`src/hw/dsr_pkg.sv`:
```
// constants, register map and reset values for the demodulator status readout bank
package dsr_pkg;

	// register byte offsets on the apb word grid
	localparam logic [7:0] OFS_PREAMBLE_SYNC_QUALITY = 8'h00;
	localparam logic [7:0] OFS_DEMODULATOR_FLAGS     = 8'h04;
	localparam logic [7:0] OFS_CARRIER_OFFSET_HIGH   = 8'h08;
	localparam logic [7:0] OFS_CARRIER_OFFSET_LOW    = 8'h0c;
	localparam logic [7:0] OFS_APPLIED_GAIN_STATUS   = 8'h10;
	localparam logic [7:0] OFS_RX_CONTEXT_STATUS     = 8'h14;

	// preamble_sync_quality fields
	localparam int PQ_PREAMBLE_LSB = 4;
	localparam int PQ_SYNC_LSB     = 0;
	localparam int QUAL_FIELD_W    = 4;
	localparam int SYNC_QUAL_SHIFT = 1;
	localparam int PRE_QUAL_SHIFT  = 0;

	// demodulator_flags fields
	localparam int DF_LEVEL_JUMP  = 7;
	localparam int DF_SECOND_SYNC = 6;
	localparam int DF_DUAL_SYNC   = 5;
	localparam int DF_SRO_LSB     = 1;
	localparam int DF_MIRROR      = 0;
	localparam int SRO_W          = 4;

	// carrier offset and gain
	localparam int CFO_W       = 16;
	localparam int CFO_HIGH_LSB = 8;
	localparam int GAIN_W      = 7;

	// rx_context_status fields
	localparam int CTX_SEARCHING   = 0;
	localparam int CTX_IN_PACKET   = 1;
	localparam int CTX_TOL_LSB     = 2;
	localparam int CTX_SYNC_MODE_LSB = 4;
	localparam int CTX_COLL_EN     = 7;

	// reset values
	localparam logic [3:0]  RST_QUAL_FIELD = 4'hf;
	localparam logic [7:0]  RST_FLAGS      = 8'h00;
	localparam logic [15:0] RST_CFO        = 16'h0000;
	localparam logic [6:0]  RST_GAIN       = 7'h00;

	// sync mode that enables dual sync word search
	localparam logic [2:0] SYNC_MODE_DUAL = 3'h7;

	// level jump step sizes in decibels
	localparam logic [8:0] STEP_SMALL_DB = 9'h003;
	localparam logic [8:0] STEP_LARGE_DB = 9'h006;

	// receive phase
	typedef enum logic [1:0] {
		DSR_IDLE      = 2'b00,
		DSR_SEARCHING = 2'b01,
		DSR_IN_PACKET = 2'b10
	} dsr_phase_e;

endpackage : dsr_pkg

```
`src/hw/dsr_qual_hold.sv`:
```
// qualifier count field that follows the raw count while searching and freezes at sync
`timescale 1ns/100ps
module dsr_qual_hold #(
	parameter int              RAW_W   = 8,
	parameter int              SHIFT   = 0,
	parameter logic [3:0]      RST_VAL = 4'hf
) (
	input  wire logic             mclk_i,
	input  wire logic             sys_rst_i,
	input  wire logic             refresh_i,
	input  wire logic [RAW_W-1:0] raw_count_i,
	output logic      [3:0]       field_o
);

	generate
		if (RAW_W < SHIFT + 4) begin : g_bad_width
			$error("dsr_qual_hold: raw count too narrow for the field");
		end
	endgenerate

	logic [3:0] field_q;
	logic [3:0] field_d;
	wire  [3:0] folded = raw_count_i[SHIFT +: 4];

	// taking the low bits after the shift is divide-then-modulo-16 in one step
	assign field_d = refresh_i ? folded : field_q;

	always_ff @(posedge mclk_i or posedge sys_rst_i) begin
		if (sys_rst_i) begin
			field_q <= RST_VAL;
		end else begin
			field_q <= field_d;
		end
	end

	assign field_o = field_q;

endmodule : dsr_qual_hold

```
`src/hw/dsr_status_bank.sv`:
```
// read-only demodulator status register bank behind an apb slave
//
// Contract
// - preamble qualifier field in bits 7:4 is the count modulo 16.
// - qualifier fields track while searching, freeze after sync until receive re-entry.
// - sync qualifier field in bits 3:0 is count halved, floored, modulo 16.
// - bit 7 flags a signal level step past threshold during packet reception.
// - with collision watch on, bit 6 flags a further sync during packet.
// - in dual sync mode bit 5 tells which sync word matched at sync.
// - bits 4:1 carry the signed symbol rate offset indicator, may wrap.
// - carrier offset estimate is 16-bit signed, split high and low bytes.
// - gain register bits 6:0 show applied front-end gain, bit 7 zero.
`timescale 1ns/100ps
module dsr_status_bank #(
	parameter int ADDR_W = 8,
	parameter int RAW_W  = 8
) (
	input  wire logic              mclk_i,
	input  wire logic              sys_rst_i,
	// apb slave
	input  wire logic [ADDR_W-1:0] paddr_i,
	input  wire logic              psel_i,
	input  wire logic              penable_i,
	input  wire logic              pwrite_i,
	input  wire logic [31:0]       pwdata_i,
	input  wire logic [3:0]        pstrb_i,
	output logic      [31:0]       prdata_o,
	output logic                   pready_o,
	output logic                   pslverr_o,
	// receive sequencing
	input  wire logic              rx_enter_i,
	input  wire logic              rx_leave_i,
	input  wire logic              sync_found_i,
	// qualifier counts
	input  wire logic [RAW_W-1:0]  preamble_qual_raw_i,
	input  wire logic [RAW_W-1:0]  sync_qual_raw_i,
	// signal level
	input  wire logic [7:0]        rssi_db_i,
	input  wire logic              rssi_valid_i,
	input  wire logic              level_jump_threshold_i,
	// sync detection and configuration
	input  wire logic              sync_detect_i,
	input  wire logic              collision_watch_enable_i,
	input  wire logic [2:0]        sync_word_mode_i,
	input  wire logic              upper_sync_match_i,
	// symbol rate offset
	input  wire logic [3:0]        symbol_rate_offset_ind_i,
	input  wire logic              sro_valid_i,
	input  wire logic [1:0]        timing_offset_limit_i,
	// carrier offset and gain
	input  wire logic [15:0]       carrier_offset_estimate_i,
	input  wire logic              cfo_valid_i,
	input  wire logic [6:0]        applied_frontend_gain_i,
	input  wire logic              image_detect_i
);

	generate
		// the word decode reads address bits 7:2, so a narrower bus cannot be served
		if (ADDR_W < 8 || ADDR_W > 32) begin : g_bad_addr
			$error("dsr_status_bank: ADDR_W must be 8 to 32");
		end
		if (RAW_W < 5) begin : g_bad_raw
			$error("dsr_status_bank: RAW_W must be at least 5");
		end
	endgenerate

	// ------------------------------------------------------------------
	// receive phase
	// ------------------------------------------------------------------
	dsr_pkg::dsr_phase_e phase_q;
	dsr_pkg::dsr_phase_e phase_d;

	// a fresh receive entry outranks a sync in the same cycle: the search restarts
	always_comb begin
		phase_d = phase_q;
		case (phase_q)
			dsr_pkg::DSR_IDLE: begin
				if (rx_enter_i) begin
					phase_d = dsr_pkg::DSR_SEARCHING;
				end
			end
			dsr_pkg::DSR_SEARCHING: begin
				if (rx_enter_i) begin
					phase_d = dsr_pkg::DSR_SEARCHING;
				end else if (rx_leave_i) begin
					phase_d = dsr_pkg::DSR_IDLE;
				end else if (sync_found_i) begin
					phase_d = dsr_pkg::DSR_IN_PACKET;
				end
			end
			dsr_pkg::DSR_IN_PACKET: begin
				if (rx_enter_i) begin
					phase_d = dsr_pkg::DSR_SEARCHING;
				end else if (rx_leave_i) begin
					phase_d = dsr_pkg::DSR_IDLE;
				end
			end
			default: begin
				phase_d = dsr_pkg::DSR_IDLE;
			end
		endcase
	end

	always_ff @(posedge mclk_i or posedge sys_rst_i) begin
		if (sys_rst_i) begin
			phase_q <= dsr_pkg::DSR_IDLE;
		end else begin
			phase_q <= phase_d;
		end
	end

	wire searching = (phase_q == dsr_pkg::DSR_SEARCHING);
	wire in_packet = (phase_q == dsr_pkg::DSR_IN_PACKET);
	wire sync_hit  = searching & sync_found_i & ~rx_enter_i & ~rx_leave_i;

	// ------------------------------------------------------------------
	// qualifier counts
	// ------------------------------------------------------------------
	// the count seen in the sync cycle itself is kept as the frozen value
	// leaving receive mid-search freezes the fields as well, so the last searched count stays readable
	wire       qual_refresh = searching & ~rx_leave_i;
	wire [3:0] preamble_qual_count;
	wire [3:0] syncword_qual_count;

	dsr_qual_hold #(
		.RAW_W   (RAW_W),
		.SHIFT   (dsr_pkg::PRE_QUAL_SHIFT),
		.RST_VAL (dsr_pkg::RST_QUAL_FIELD)
	) u_preamble_qual (
		.mclk_i      (mclk_i),
		.sys_rst_i   (sys_rst_i),
		.refresh_i   (qual_refresh),
		.raw_count_i (preamble_qual_raw_i),
		.field_o     (preamble_qual_count)
	);

	dsr_qual_hold #(
		.RAW_W   (RAW_W),
		.SHIFT   (dsr_pkg::SYNC_QUAL_SHIFT),
		.RST_VAL (dsr_pkg::RST_QUAL_FIELD)
	) u_sync_qual (
		.mclk_i      (mclk_i),
		.sys_rst_i   (sys_rst_i),
		.refresh_i   (qual_refresh),
		.raw_count_i (sync_qual_raw_i),
		.field_o     (syncword_qual_count)
	);

	// ------------------------------------------------------------------
	// signal level step detection
	// ------------------------------------------------------------------
	logic [7:0] rssi_ref_q;
	logic       rssi_ref_ok_q;
	wire  [8:0] rssi_diff   = 9'($signed(rssi_db_i)) - 9'($signed(rssi_ref_q));
	wire  [8:0] rssi_mag    = rssi_diff[8] ? (9'h000 - rssi_diff) : rssi_diff;
	wire  [8:0] step_thr    = level_jump_threshold_i ? dsr_pkg::STEP_LARGE_DB : dsr_pkg::STEP_SMALL_DB;
	wire        level_step  = in_packet & rssi_ref_ok_q & rssi_valid_i & (rssi_mag >= step_thr);

	// the reference level is the one present when sync is declared
	// without a valid level at sync there is no reference, and the jump flag cannot set in that packet
	always_ff @(posedge mclk_i or posedge sys_rst_i) begin
		if (sys_rst_i) begin
			rssi_ref_q    <= 8'h00;
			rssi_ref_ok_q <= 1'b0;
		end else if (sync_hit) begin
			rssi_ref_q    <= rssi_db_i;
			rssi_ref_ok_q <= rssi_valid_i;
		end else if (rx_enter_i) begin
			rssi_ref_ok_q <= 1'b0;
		end
	end

	// ------------------------------------------------------------------
	// sticky packet flags: jump and second sync, cleared on receive entry
	// ------------------------------------------------------------------
	wire        second_sync = in_packet & sync_detect_i & collision_watch_enable_i;
	wire [1:0]  flag_set    = {level_step, second_sync};
	wire  [1:0] flag_w;

	genvar gi;
	generate
		for (gi = 0; gi < 2; gi++) begin : g_flag
			logic flag_bit_q;
			// a set in the same cycle as a fresh receive entry wins, so no event is lost
			wire  flag_bit_d = flag_set[gi] ? 1'b1 : (rx_enter_i ? 1'b0 : flag_bit_q);
			always_ff @(posedge mclk_i or posedge sys_rst_i) begin
				if (sys_rst_i) begin
					flag_bit_q <= 1'b0;
				end else begin
					flag_bit_q <= flag_bit_d;
				end
			end
			assign flag_w[gi] = flag_bit_q;
		end
	endgenerate

	wire signal_level_jump_flag = flag_w[1];
	wire second_sync_flag       = flag_w[0];

	// ------------------------------------------------------------------
	// dual sync selection, symbol rate, image, carrier offset, gain
	// ------------------------------------------------------------------
	logic        dual_sync_select_q;
	logic [3:0]  sro_q;
	logic        mirror_q;
	logic [15:0] cfo_q;
	logic [6:0]  gain_q;

	// a sync declared outside dual sync mode loads zero instead of a word choice; the bit then holds until the next sync
	wire dual_mode  = (sync_word_mode_i == dsr_pkg::SYNC_MODE_DUAL);
	wire dual_sel_d = sync_hit ? (dual_mode & upper_sync_match_i) : dual_sync_select_q;

	always_ff @(posedge mclk_i or posedge sys_rst_i) begin
		if (sys_rst_i) begin
			dual_sync_select_q <= dsr_pkg::RST_FLAGS[dsr_pkg::DF_DUAL_SYNC];
			sro_q              <= dsr_pkg::RST_FLAGS[dsr_pkg::DF_SRO_LSB +: dsr_pkg::SRO_W];
			mirror_q           <= dsr_pkg::RST_FLAGS[dsr_pkg::DF_MIRROR];
			cfo_q              <= dsr_pkg::RST_CFO;
			gain_q             <= dsr_pkg::RST_GAIN;
		end else begin
			dual_sync_select_q <= dual_sel_d;
			mirror_q           <= image_detect_i;
			gain_q             <= applied_frontend_gain_i;
			if (sro_valid_i) begin
				sro_q <= symbol_rate_offset_ind_i;
			end
			// both bytes move in the same cycle, but an update between a high read and a low read mixes two estimates
			if (cfo_valid_i) begin
				cfo_q <= carrier_offset_estimate_i;
			end
		end
	end

	// ------------------------------------------------------------------
	// register images
	// ------------------------------------------------------------------
	wire [7:0] img_quality = {preamble_qual_count, syncword_qual_count};
	wire [7:0] img_flags   = {signal_level_jump_flag, second_sync_flag, dual_sync_select_q, sro_q, mirror_q};
	wire [7:0] img_cfo_hi  = cfo_q[15:8];
	wire [7:0] img_cfo_lo  = cfo_q[7:0];
	// bit 7 of the gain image is unused and always reads zero
	wire [7:0] img_gain    = {1'b0, gain_q};
	// scale of the offset indicator depends on the timing limit, so software can read it here
	wire [7:0] img_context = {collision_watch_enable_i, sync_word_mode_i, timing_offset_limit_i, in_packet, searching};

	// ------------------------------------------------------------------
	// apb slave: no wait states, data captured in the setup cycle
	// ------------------------------------------------------------------
	wire [7:0] word_addr = {paddr_i[7:2], 2'b00};
	wire       aligned   = (paddr_i[1:0] == 2'b00);
	wire       upper_ok  = (ADDR_W > 8) ? (paddr_i >> 8) == '0 : 1'b1;
	wire       setup     = psel_i & ~penable_i;

	wire hit_quality = (word_addr == dsr_pkg::OFS_PREAMBLE_SYNC_QUALITY);
	wire hit_flags   = (word_addr == dsr_pkg::OFS_DEMODULATOR_FLAGS);
	wire hit_cfo_hi  = (word_addr == dsr_pkg::OFS_CARRIER_OFFSET_HIGH);
	wire hit_cfo_lo  = (word_addr == dsr_pkg::OFS_CARRIER_OFFSET_LOW);
	wire hit_gain    = (word_addr == dsr_pkg::OFS_APPLIED_GAIN_STATUS);
	wire hit_context = (word_addr == dsr_pkg::OFS_RX_CONTEXT_STATUS);
	wire mapped      = aligned & upper_ok &
	                   (hit_quality | hit_flags | hit_cfo_hi | hit_cfo_lo | hit_gain | hit_context);

	wire [7:0] read_byte = ({8{hit_quality}} & img_quality) |
	                       ({8{hit_flags}}   & img_flags)   |
	                       ({8{hit_cfo_hi}}  & img_cfo_hi)  |
	                       ({8{hit_cfo_lo}}  & img_cfo_lo)  |
	                       ({8{hit_gain}}    & img_gain)    |
	                       ({8{hit_context}} & img_context);

	// limitation: read data is taken in the setup cycle, so a change during the access shows on the next read
	// writes to mapped words complete cleanly but store nothing; reads touch no state
	wire [31:0] prdata_d  = (setup & ~pwrite_i & mapped) ? {24'h000000, read_byte} : 32'h00000000;
	wire        pslverr_d = setup & ~mapped;
	wire        pready_d  = setup;

	logic [31:0] prdata_q;
	logic        pready_q;
	logic        pslverr_q;

	always_ff @(posedge mclk_i or posedge sys_rst_i) begin
		if (sys_rst_i) begin
			prdata_q  <= 32'h00000000;
			pready_q  <= 1'b0;
			pslverr_q <= 1'b0;
		end else begin
			prdata_q  <= prdata_d;
			pready_q  <= pready_d;
			pslverr_q <= pslverr_d;
		end
	end

	// write data and strobes are deliberately unused
	wire unused_ok = ^{pwdata_i, pstrb_i};

	assign prdata_o  = prdata_q;
	assign pready_o  = pready_q;
	assign pslverr_o = pslverr_q;

endmodule : dsr_status_bank

```
`config.mk`:
```
export PLATFORM = sky130hd
export DESIGN_NAME = dsr_status_bank
export DESIGN_NICKNAME = d
export VERILOG_FILES = /design/src/hw/dsr_pkg.sv /design/src/hw/dsr_qual_hold.sv /design/src/hw/dsr_status_bank.sv
export SDC_FILE = /design/constraint.sdc
export NUM_CORES = 1
export LEC_CHECK = 0
export ABC_AREA = 1
export BUFFER_PORTS_ARGS = -buffer_cell sky130_fd_sc_hd__buf_2
export CAP_MARGIN = 30
export CORE_ASPECT_RATIO = 1.5
export CORE_MARGIN = 8
export CORE_UTILIZATION = 43
export CTS_CLUSTER_DIAMETER = 120
export DETAILED_ROUTE_END_ITERATION = 12
export PLACE_DENSITY_LB_ADDON = 0.15
export SYNTH_ARGS = -nofsm -noshare
export SYNTH_HDL_FRONTEND = slang
export SYNTH_SLANG_ARGS = --single-unit
```
`constraint.sdc`:
```
create_clock -name mclk_i -period 2.4 [get_ports mclk_i]
set_input_delay 0.48 -clock mclk_i [delete_from_list [all_inputs] [get_ports mclk_i]]
set_output_delay 0.48 -clock mclk_i [all_outputs]
set_load 0.01 [all_outputs]
```
==> results.sh, run 1 <==
export IMPL_outcome="finished with violations"
export IMPL_violations="setup timing"
export IMPL_async_reset_ff_frac=1.00
export IMPL_drt_pass1_iterations=6
export IMPL_maxCapViolCount=0
export IMPL_area_growth_pct=29.6
export IMPL_nNetsFinal=657
export IMPL_synth_simple_area_share=0.223
export IMPL_fin_crit_sh=1.06
export IMPL_cts_htree_levels=3
export IMPL_ys_flop_type="dfrtp_1"
export IMPL_wirelength_mm=8.95
export IMPL_crit_path_max_fanout=2
export IMPL_cts_buffers=9
export IMPL_clkTransAtPathRegs_ns=0.05
export IMPL_drive_gt1_frac=0.354
export IMPL_grt_pass1_wl_mm=14.0
export IMPL_combinationalPowerShare=0.429
export IMPL_clock_latency_ns=0.33
export IMPL_design_area_um2=4410
export IMPL_internal_power_w=0.00294
export IMPL_synth_edf_count=0
export IMPL_start_util=0.433
export IMPL_path_cells="ha_4, inv_2, fa_2, inv_2, ha_4, inv_2, nand2_2, xor2_1, inv_1, ha_1, a21boi_1, nand3_1, nand2_1, inv_1, nand3_1, nor2_1, nand2_1, nand2_1, nand2_1"
export IMPL_finalClockSkew_ns=0.00677
export IMPL_io_buffers=81
export IMPL_ys_ff_latch=60
export IMPL_yosys_top_cells_area="dfrtp_1 (38%), nand2_1 (11%), dfstp_2 (6.2%), inv_1 (6.0%), buf_4 (5.5%)"
export IMPL_synthAdderAreaFrac=0.0463
export IMPL_p_per_area_nw_per_um2=1040
export IMPL_avgSynthCellArea_um2=8.30
export IMPL_overflow=0
export IMPL_drcViolationCount=0
export IMPL_post_dp_hpwl_mm=7.21
export IMPL_cp_common_cell="nand2_1"
export IMPL_yosys_area_top_type_share=0.382
export IMPL_io_pins=150
export IMPL_grtUsageTotal=0.168
export IMPL_hold_violations=0
export IMPL_muxShareOfSynthArea=0.0364
export IMPL_root_buffer="clkbuf_16"
export IMPL_dp_cells=621
export IMPL_vias=3005
export IMPL_place_gp_congestion=0.846
export IMPL_synth_top_family_by_area="simple AND/OR/NAND/NOR gates"
export IMPL_fp_coreArea_um2=7860
export IMPL_synth_xor_area_frac=0.00257
export IMPL_min_period_ns=2.54
export IMPL_power_frac_clock=0.287
export IMPL_cts_tree="built"
export IMPL_p_leak_nw=2.30
export IMPL_fin_cells=639
export IMPL_synth_warnings=0
export IMPL_worstHoldPathType="input port to async pin"
export IMPL_cts_sinks=60
export IMPL_peakVddDrop_uv=501
export IMPL_diodes=0
export IMPL_p_seq_frac=0.284
export IMPL_p_switching_w=0.00163
export IMPL_synth_compound_area_frac=0.110
export IMPL_end_kind="flip-flop"
export IMPL_slew_viol_final=0
export IMPL_reg2reg_slack_ns=-0.14
export IMPL_max_freq_ghz=0.394
export IMPL_swShare=0.356
export IMPL_first_global_vias=3061
export IMPL_rsz0062_at_grt="yes"
export IMPL_final_antenna_net_count=0
export IMPL_arrival_ns=2.75
export IMPL_yosysTopAreaCell="dfrtp_1"
export IMPL_cp_required_ns=2.62
export IMPL_ys_seq_area_frac=0.444
export IMPL_initialDrtViolationCount=74
export IMPL_clk_path_buf_depth=2
export IMPL_cts_hold_buf=0
export IMPL_synthCells=410
export IMPL_crit_path_start_kind="flip-flop"
export IMPL_antenna_found_initial=0
export IMPL_critical_path_slowest_cell="fa_2"
export IMPL_grt_max_degree=26
export IMPL_dieArea_um2=11100
export IMPL_wire_per_inst_um=14.0
export IMPL_dieWidth_um=88.7
export IMPL_viasPerCell=4.70
export IMPL_setup_ws_ns=-0.139
export IMPL_die_y_um=125
export IMPL_synth_distinct_cells=40
export IMPL_netlist_area_um2=3400
export IMPL_place_area_um2=4070
export IMPL_cpPeakStageDelay_ns=0.42
export IMPL_rows=40
export IMPL_crit_type="flip-flop to flip-flop"
export IMPL_setup_tns_ns=-0.139
export IMPL_finalSetupViolations=1
[cell usage in the layout, fill, tap and decap left out, drive strengths merged]
cell type and instances:
a211oi 1, a21boi 1, a21oi 12, a221oi 5, a22oi 3, a31oi 5, a32o 1, buf 115
bufinv 1, clkbuf 12, clkinv 4, clkinvlp 1, conb 24, dfrtp 52, dfstp 8, fa 1
ha 11, inv 65, mux2 11, nand2 105, nand3 20, nand3b 2, nand4 4, nor2 27
nor3 7, o21ai 27, o221ai 3, o22ai 2, o31ai 1, o32ai 1, or2 1, xor2 1
[metal layers]
layer	GRT usage	wire length (µm)	vias to the layer above
met4	0.0721	165	0
met2	0.320	5120	87
met5	0	0	-
met3	0.0367	525	9
met1	0.160	3140	1396
li1	-	-	1513
[cells in the mapped netlist (2+ instances only)]
cell type,n
o21ai_0,17
ha_1,11
clkbuf_1,4
dfrtp_1,52
buf_4,25
a22oi_1,3
nor2_1,23
nor2_2,3
clkinv_1,2
nor3_1,3
dfstp_2,8
nand2_2,8
mux2_2,11
nand3_1,17
nand2_1,97
a21oi_1,12
nor3_2,3
nand3b_1,2
inv_2,11
nand4_1,4
inv_1,54
o22ai_1,2
nand3_2,2
a31oi_1,5
o21ai_1,10
a221oi_1,5
o221ai_1,3
[critical path: cells and delay by family (launching register included)]
family	cells	cell delay (ns)
compound gates	1	0.13
xor+xnor	1	0.17
fa+ha+maj	4	0.97
buf+inv	5	0.28
flops	1	0.40
simple gates	8	0.46
[per-stage QoR]
stage / utilization / hold slack, ns / setup slack [ns] / total power [W]
6_report: 0.562 / 0.141 / -0.139 / 0.00457
3_3_place_gp: 0.518 / 0.465 / -0.428 / 0.00313
5_1_grt: 0.562 / 0.169 / -0.323 / 0.00493
3_5_place_dp: 0.518 / 0.464 / -0.470 / 0.00318
4_1_cts: 0.561 / 0.149 / -0.106 / 0.00457
2_1_floorplan: - / 0.442 / -0.277 / 0.00258
[power groups by stage]
stage / registers (W) / logic [W] / clock network [W]
after floorplan: 0.00130 / 0.00128 / 0
after global placement: 0.00131 / 0.00182 / 0
after detailed placement: 0.00131 / 0.00187 / 0
after CTS: 0.00130 / 0.00195 / 0.00133
after global routing: 0.00132 / 0.00224 / 0.00138
final: 0.00130 / 0.00196 / 0.00131
[state kept, by name (all words and copies together) (netlist names)]
| signal | cells |
|---|---|
| sro_q | 4 |
| gain_q | 7 |
| u_sync_qual.field_o | 4 |
| u_preamble_qual.field_o | 4 |
| pready_o | 1 |
| rssi_ref_q | 8 |
| rssi_ref_ok_q | 1 |
| dual_sync_select_q | 1 |
| prdata_o | 8 |
| mirror_q | 1 |
| pslverr_o | 1 |
| g_flag.flag_bit_q | 2 |
| cfo_q | 16 |
| phase_q | 2 |
[repair_timing]
| action | CTS | global route |
|---|---|---|
| gates resized for setup | 4 | 2 |
| cloned | 0 | 0 |
| setup buffers | 2 | 0 |
| endpoints found under the setup margin | 1 | 1 |
| pin swaps | 4 | 0 |
[kinds of logic (layout without fill, tap and decap cells)]
group                      Yosys count  in the layout
AOI/OAI and AO/OA                   62             62
xor gates and xnor gates             1              1
DFF                                 60             60
other                                1             24
and+or+nand+nor                    166            166
muxes                               11             11
adders and majority gates           12             12
buffers and inverters               97            198
[area by class of cell]
class                           instances  area (µm²)
Tap cell                              105         131
Clock buffer                           12         256
Sequential cell                        60        1510
Multi-Input combinational cell        276        1550
Timing Repair Buffer                  115         661
Clock inverter                          4        47.5
Inverter                               67         254
Fill cell                             776        3440
[worst paths after layout]
kind,startpoint,end,cells past startpoint
hold reg to reg,u_preamble_qual.field_o[2]$_DFFE_PP1P_,u_preamble_qual.field_o[2]$_DFFE_PP1P_,2
setup reg to reg,rssi_ref_q[0]$_DFFE_PP0P_,g_flag[1].flag_bit_q$_DFFE_PP0P_,19
min in group mclk_i,applied_frontend_gain_i[3],gain_q[3]$_DFF_PP0_,1
max in group asynchronous,sys_rst_i,u_preamble_qual.field_o[1]$_DFFE_PP1P_,3
hold / removal,sys_rst_i,rssi_ref_q[2]$_DFFE_PP0P_,2
setup / recovery,rssi_ref_q[0]$_DFFE_PP0P_,g_flag[1].flag_bit_q$_DFFE_PP0P_,19
Power figures use the tool's default switching activity.
==> run 2, diff against run 1 <==
Settings changed: BUFFER_PORTS_ARGS -buffer_cell sky130_fd_sc_hd__buf_2 to unset, CORE_UTILIZATION 43 to 45, DONT_BUFFER_PORTS set to 1.
==> results.sh, run 2 (same netlist as run 1, synthesis figures left out) <==
export IMPL_outcome="finished with violations"
export IMPL_violations="setup timing"
export IMPL_top_register="cfo_q"
export IMPL_drt_pass1_iterations=4
export IMPL_io_buffers=0
export IMPL_finalSetupViolations=1
export IMPL_multi_input_area_um2=1530
export IMPL_wirelength_mm=8.30
export IMPL_clk_path_buf_depth=2
export IMPL_timing_critical_path_buf_inv=5
export IMPL_grtUsageTotal=0.163
export IMPL_drive_gt1_frac=0.217
export IMPL_cts_hold_buf=0
export IMPL_layout_area_seq_um2=1510
export IMPL_dieArea_um2=10700
export IMPL_rows=39
export IMPL_dieWidth_um=87.0
export IMPL_fin_util=0.527
export IMPL_die_y_um=123
export IMPL_clock_latency_ns=0.33
export IMPL_antenna_found_initial=1
export IMPL_root_buffer="clkbuf_16"
export IMPL_busiest_layer="met2"
export IMPL_crit_type="flip-flop to flip-flop"
export IMPL_cts_buffers=9
export IMPL_grt_pass1_wl_mm=13.0
export IMPL_dp_cells=527
export IMPL_min_period_ns=2.58
export IMPL_cts_tree="built"
export IMPL_critPathTopFamily="adder cells"
export IMPL_start_util=0.456
export IMPL_slew_viol_final=0
export IMPL_viasPerCell=4.87
export IMPL_area_growth_pct=15.5
export IMPL_nNetsFinal=565
export IMPL_worstHoldPathType="input port to async pin"
export IMPL_final_common_cell="nand2_1"
export IMPL_vias=2655
export IMPL_use_met2=0.317
export IMPL_cp_required_ns=2.62
export IMPL_rsz0062_at_grt="yes"
export IMPL_cts_htree_levels=3
export IMPL_worst_pin_slew_ns=0.602
export IMPL_initialDrtViolationCount=85
export IMPL_grt_max_degree=34
export IMPL_cts_sinks=60
export IMPL_fin_crit_sh=1.08
export IMPL_use_met3=0.0449
export IMPL_place_gp_congestion=0.827
export IMPL_hold_violations=0
export IMPL_layout_common_cells="nand2_1 (96), dfrtp_1 (52), inv_1 (49)"
export IMPL_peakVddDrop_uv=541
export IMPL_p_per_area_nw_per_um2=1120
export IMPL_critical_path_slowest_cell="fa_2"
export IMPL_final_antenna_net_count=0
export IMPL_end_kind="flip-flop"
export IMPL_cpPeakStageDelay_ns=0.52
export IMPL_crit_path_start_kind="flip-flop"
export IMPL_first_global_vias=2751
export IMPL_p_leak_nw=1.92
export IMPL_fp_coreArea_um2=7470
export IMPL_clkTransAtPathRegs_ns=0.05
export IMPL_arrival_ns=2.80
export IMPL_cp_common_cell="nand2_1"
export IMPL_place_area_um2=3600
export IMPL_grt_use_met1=0.146
export IMPL_post_dp_hpwl_mm=6.69
export IMPL_fillers=773
export IMPL_path_cells="ha_4, inv_2, fa_2, inv_2, ha_2, inv_2, nand2_2, xor2_1, inv_1, ha_1, a21boi_1, nand3_1, nand2_1, inv_1, nand3_1, nor2_1, nand2_1, nand2_1, nand2_1"
export IMPL_finalClockSkew_ns=0.00595
export IMPL_max_slew_margin=0.598
export IMPL_maxCapViolCount=0
export IMPL_setup_ws_ns=-0.180
export IMPL_largest_reg_flops=16
export IMPL_drcViolationCount=0
export IMPL_overflow=0
export IMPL_crit_path_max_fanout=2
export IMPL_wire_per_inst_um=15.2
export IMPL_io_pins=150
export IMPL_max_freq_ghz=0.388
export IMPL_design_area_um2=3930
export IMPL_fin_cells=545
## run 2: cell count changes in the layout (fill, tap and decap cells not counted), sizes merged
cell	previous run	this run
buf	115	23
bufinv	1	2
clkbuf	12	11
clkinvlp	1	0
diode	0	1
clkinv	4	5
## run 2: final timing paths
kind	cells past startpoint	slack, ns	to	startpoint
max	19	-0.18	g_flag[1].flag_bit_q$_DFFE_PP0P_	rssi_ref_q[0]$_DFFE_PP0P_
min reg2reg	2	0.47	u_preamble_qual.field_o[2]$_DFFE_PP1P_	u_preamble_qual.field_o[2]$_DFFE_PP1P_
max in group asynchronous	2	1.63	u_preamble_qual.field_o[3]$_DFFE_PP1P_	sys_rst_i
min	1	0.10	sro_q[2]$_DFFE_PP0P_	sys_rst_i
max reg2reg	19	-0.18	g_flag[1].flag_bit_q$_DFFE_PP0P_	rssi_ref_q[0]$_DFFE_PP0P_
min in group mclk_i	0	0.18	mirror_q$_DFF_PP0_	image_detect_i
## run 2: layer usage
layer | share of wire | routed length, µm
met1 | 0.35 | 2900
met2 | 0.57 | 4700
met3 | 0.065 | 539
met4 | 0.019 | 156
met5 | 0 | 0
## run 2: through the flow
| stage | hold slack, ns | power, W | setup TNS (ns) | worst slack, ns |
|---|---|---|---|---|
| finish | 0.104 | 0.00439 | -0.180 | -0.180 |
| global route | 0.162 | 0.00477 | -0.403 | -0.403 |
| CTS | 0.120 | 0.00446 | -0.222 | -0.222 |
| detailed placement | 0.460 | 0.00303 | -0.441 | -0.441 |
| global placement | 0.463 | 0.00300 | -0.440 | -0.440 |
| floorplan | 0.442 | 0.00258 | -0.277 | -0.277 |
## run 2: area by class of cell
cell class                      instances  area share
Multi-Input combinational cell        276       0.390
Sequential cell                        60       0.384
Inverter                               67      0.0646
Clock buffer                           11      0.0617
Timing Repair Buffer                   23      0.0471
Tap cell                              102      0.0325
Clock inverter                          5      0.0191
Antenna cell                            1    0.000636
## run 2: power breakdown
group / internal [W] / switching, W
sequential: 0.00123 / 0.0000654
combinational: 0.000734 / 0.000982
clock: 0.000931 / 0.000452
total: 0.00289 / 0.00150
## run 2: timing repair
item,in CTS,in global routing
endpoints found under the setup margin,1,1
gates resized for setup,3,0
buffers inserted,1,0
pin swaps,4,0
==> run 3, diff against run 2 <==
--- a/config.mk
+++ b/config.mk
@@ -12,3 +12,3 @@
 export CORE_UTILIZATION = 45
-export CTS_CLUSTER_DIAMETER = 120
+export CTS_CLUSTER_DIAMETER = 200
 export DETAILED_ROUTE_END_ITERATION = 12
==> constraint.sdc (replaced) <==
create_clock -name mclk_i -period 3.2 [get_ports mclk_i]
set_input_delay 0.64 -clock mclk_i [delete_from_list [all_inputs] [get_ports mclk_i]]
set_output_delay 0.64 -clock mclk_i [all_outputs]
set_load 0.05 [all_outputs]
==> results.sh, run 3 (same netlist as run 1, synthesis figures left out) <==
export IMPL_antenna_found_initial=0
export IMPL_hold_ws_ns=0.136
export IMPL_cts_htree_levels=3
export IMPL_clk_path_buf_depth=2
export IMPL_layout_common_cells="nand2_1 (97), inv_1 (53), dfrtp_1 (52)"
export IMPL_dieArea_um2=10700
export IMPL_cts_buffers=9
export IMPL_grt_pass1_wl_mm=12.6
export IMPL_setup_ws_ns=0.484
export IMPL_rr_worst_depth=19
export IMPL_maxCapViolCount=0
export IMPL_place_gp_congestion=0.854
export IMPL_wire_per_inst_um=15.3
export IMPL_grtUsageTotal=0.157
export IMPL_die_y_um=123
export IMPL_p_leak_nw=1.81
export IMPL_drt_pass1_iterations=4
export IMPL_reg2reg_to="g_flag[1].flag_bit_q$_DFFE_PP0P_"
export IMPL_max_slew_margin=0.531
export IMPL_clock_latency_ns=0.32
export IMPL_setup_tns_ns=0
export IMPL_hold_violations=0
export IMPL_fin_crit_sh=0.849
export IMPL_first_global_vias=2582
export IMPL_max_freq_ghz=0.368
export IMPL_slew_viol_final=0
export IMPL_nNetsFinal=546
export IMPL_cts_sinks=60
export IMPL_rsz0062_at_grt="no"
export IMPL_worstHoldPathType="input port to async pin"
export IMPL_start_util=0.456
export IMPL_final_antenna_net_count=0
export IMPL_reg2reg_from="rssi_ref_q[0]$_DFFE_PP0P_"
export IMPL_drive_gt1_frac=0.159
export IMPL_viasPerCell=4.87
export IMPL_drcViolationCount=0
export IMPL_post_dp_hpwl_mm=6.60
export IMPL_cts_hold_buf=0
export IMPL_area_growth_pct=9.19
export IMPL_finalClockSkew_ns=0.00422
export IMPL_post_cts_resized=0
export IMPL_wirelength_mm=8.02
export IMPL_worst_pin_slew_ns=0.702
export IMPL_finalPower_w=0.00300
export IMPL_peakVddDrop_uv=410
export IMPL_io_pins=150
export IMPL_post_cts_setup_buffers=0
export IMPL_crit_path_max_fanout=3
export IMPL_cp_required_ns=3.41
export IMPL_min_period_ns=2.72
export IMPL_fp_coreArea_um2=7470
export IMPL_outcome="complete, no violations"
export IMPL_overflow=0
export IMPL_dieWidth_um=87.0
export IMPL_root_buffer="clkbuf_16"
export IMPL_dp_slack_ns=0.109
export IMPL_io_buffers=0
export IMPL_rows=39
export IMPL_largest_reg_flops=16
export IMPL_fillers=728
export IMPL_grt_max_degree=37
export IMPL_final_common_cell="nand2_1"
export IMPL_crit_path_start_kind="flip-flop"
export IMPL_clkTransAtPathRegs_ns=0.05
export IMPL_diodes=0
export IMPL_crit_type="flip-flop to flip-flop"
export IMPL_finalSetupViolations=0
export IMPL_arrival_ns=2.93
export IMPL_reg2reg_slack_ns=0.48
export IMPL_top_register="cfo_q"
export IMPL_initialDrtViolationCount=65
export IMPL_p_per_area_nw_per_um2=806
export IMPL_vias=2553
export IMPL_cts_tree="built"
export IMPL_end_kind="flip-flop"
==> run 3: changes by cell type in the layout (fill, tap and decap cells not counted), moves of 2 or more <==
| cell | delta |
|---|---|
| ha_1 | +2 |
| inv_2 | -3 |
| bufinv_16 | -2 |
| buf_4 | -19 |
| inv_1 | +4 |
==> run 3: how the worst max path moves through the flow <==
stage / cells after the start / from / endpoint / slack (ns)
2_1_floorplan: 23 / rssi_db_i[0] / g_flag[1].flag_bit_q$_DFFE_PP0P_ / 0.31
3_3_place_gp: 20 / rssi_db_i[0] / g_flag[1].flag_bit_q$_DFFE_PP0P_ / 0.11
3_5_place_dp: 22 / rssi_db_i[0] / g_flag[1].flag_bit_q$_DFFE_PP0P_ / 0.11
4_1_cts: 19 / rssi_ref_q[0]$_DFFE_PP0P_ / g_flag[1].flag_bit_q$_DFFE_PP0P_ / 0.43
5_1_grt: 22 / rssi_db_i[0] / g_flag[1].flag_bit_q$_DFFE_PP0P_ / 0.19
6_report: 19 / rssi_ref_q[0]$_DFFE_PP0P_ / g_flag[1].flag_bit_q$_DFFE_PP0P_ / 0.48
==> run 3: cell type report <==
type	count	area, µm²	share of cell area
clock buffer	13	260	0.0700
clock inverter	2	10.0	0.00269
inverter	67	251	0.0677
multi-input combinational	276	1510	0.407
sequential	60	1510	0.407
tap	102	128	0.0343
timing repair buffer	4	42.5	0.0114
==> run 3: critical path: stages, from the launching register on <==
cell and delay, ns:
dfrtp_1 0.38, ha_1 0.21, inv_1 0.12, fa_1 0.42, inv_1 0.12, ha_1 0.15
inv_1 0.05, nand2_1 0.07, xor2_1 0.16, inv_1 0.06, ha_1 0.26, a21boi_0 0.13
nand3_1 0.09, nand2_1 0.06, inv_1 0.05, nand3_1 0.06, nor2_1 0.08, nand2_1 0.06
nand2_1 0.06, nand2_1 0.04
==> run 3: where the power goes <==
| part | internal, W | switching, W |
|---|---|---|
| registers | 0.000923 | 0.0000520 |
| clock network | 0.000558 | 0.000309 |
| logic | 0.000399 | 0.000756 |
==> run 3: layer usage <==
layer | routed length, µm | share of wire | GRT usage
met5 | 0 | 0 | 0
met4 | 223 | 0.028 | 0.0801
met3 | 607 | 0.076 | 0.0496
met2 | 4480 | 0.56 | 0.302
met1 | 2710 | 0.34 | 0.141
==> run 3: through the flow <==
stage / cell area [µm²] / utilization / std cells
global placement: 3430 / 0.459 / 508
floorplan: 3490 / - / 433
detailed placement: 3450 / 0.462 / 509
finish: 3720 / 0.498 / 524
global route: 3720 / 0.498 / 524
CTS: 3720 / 0.498 / 524
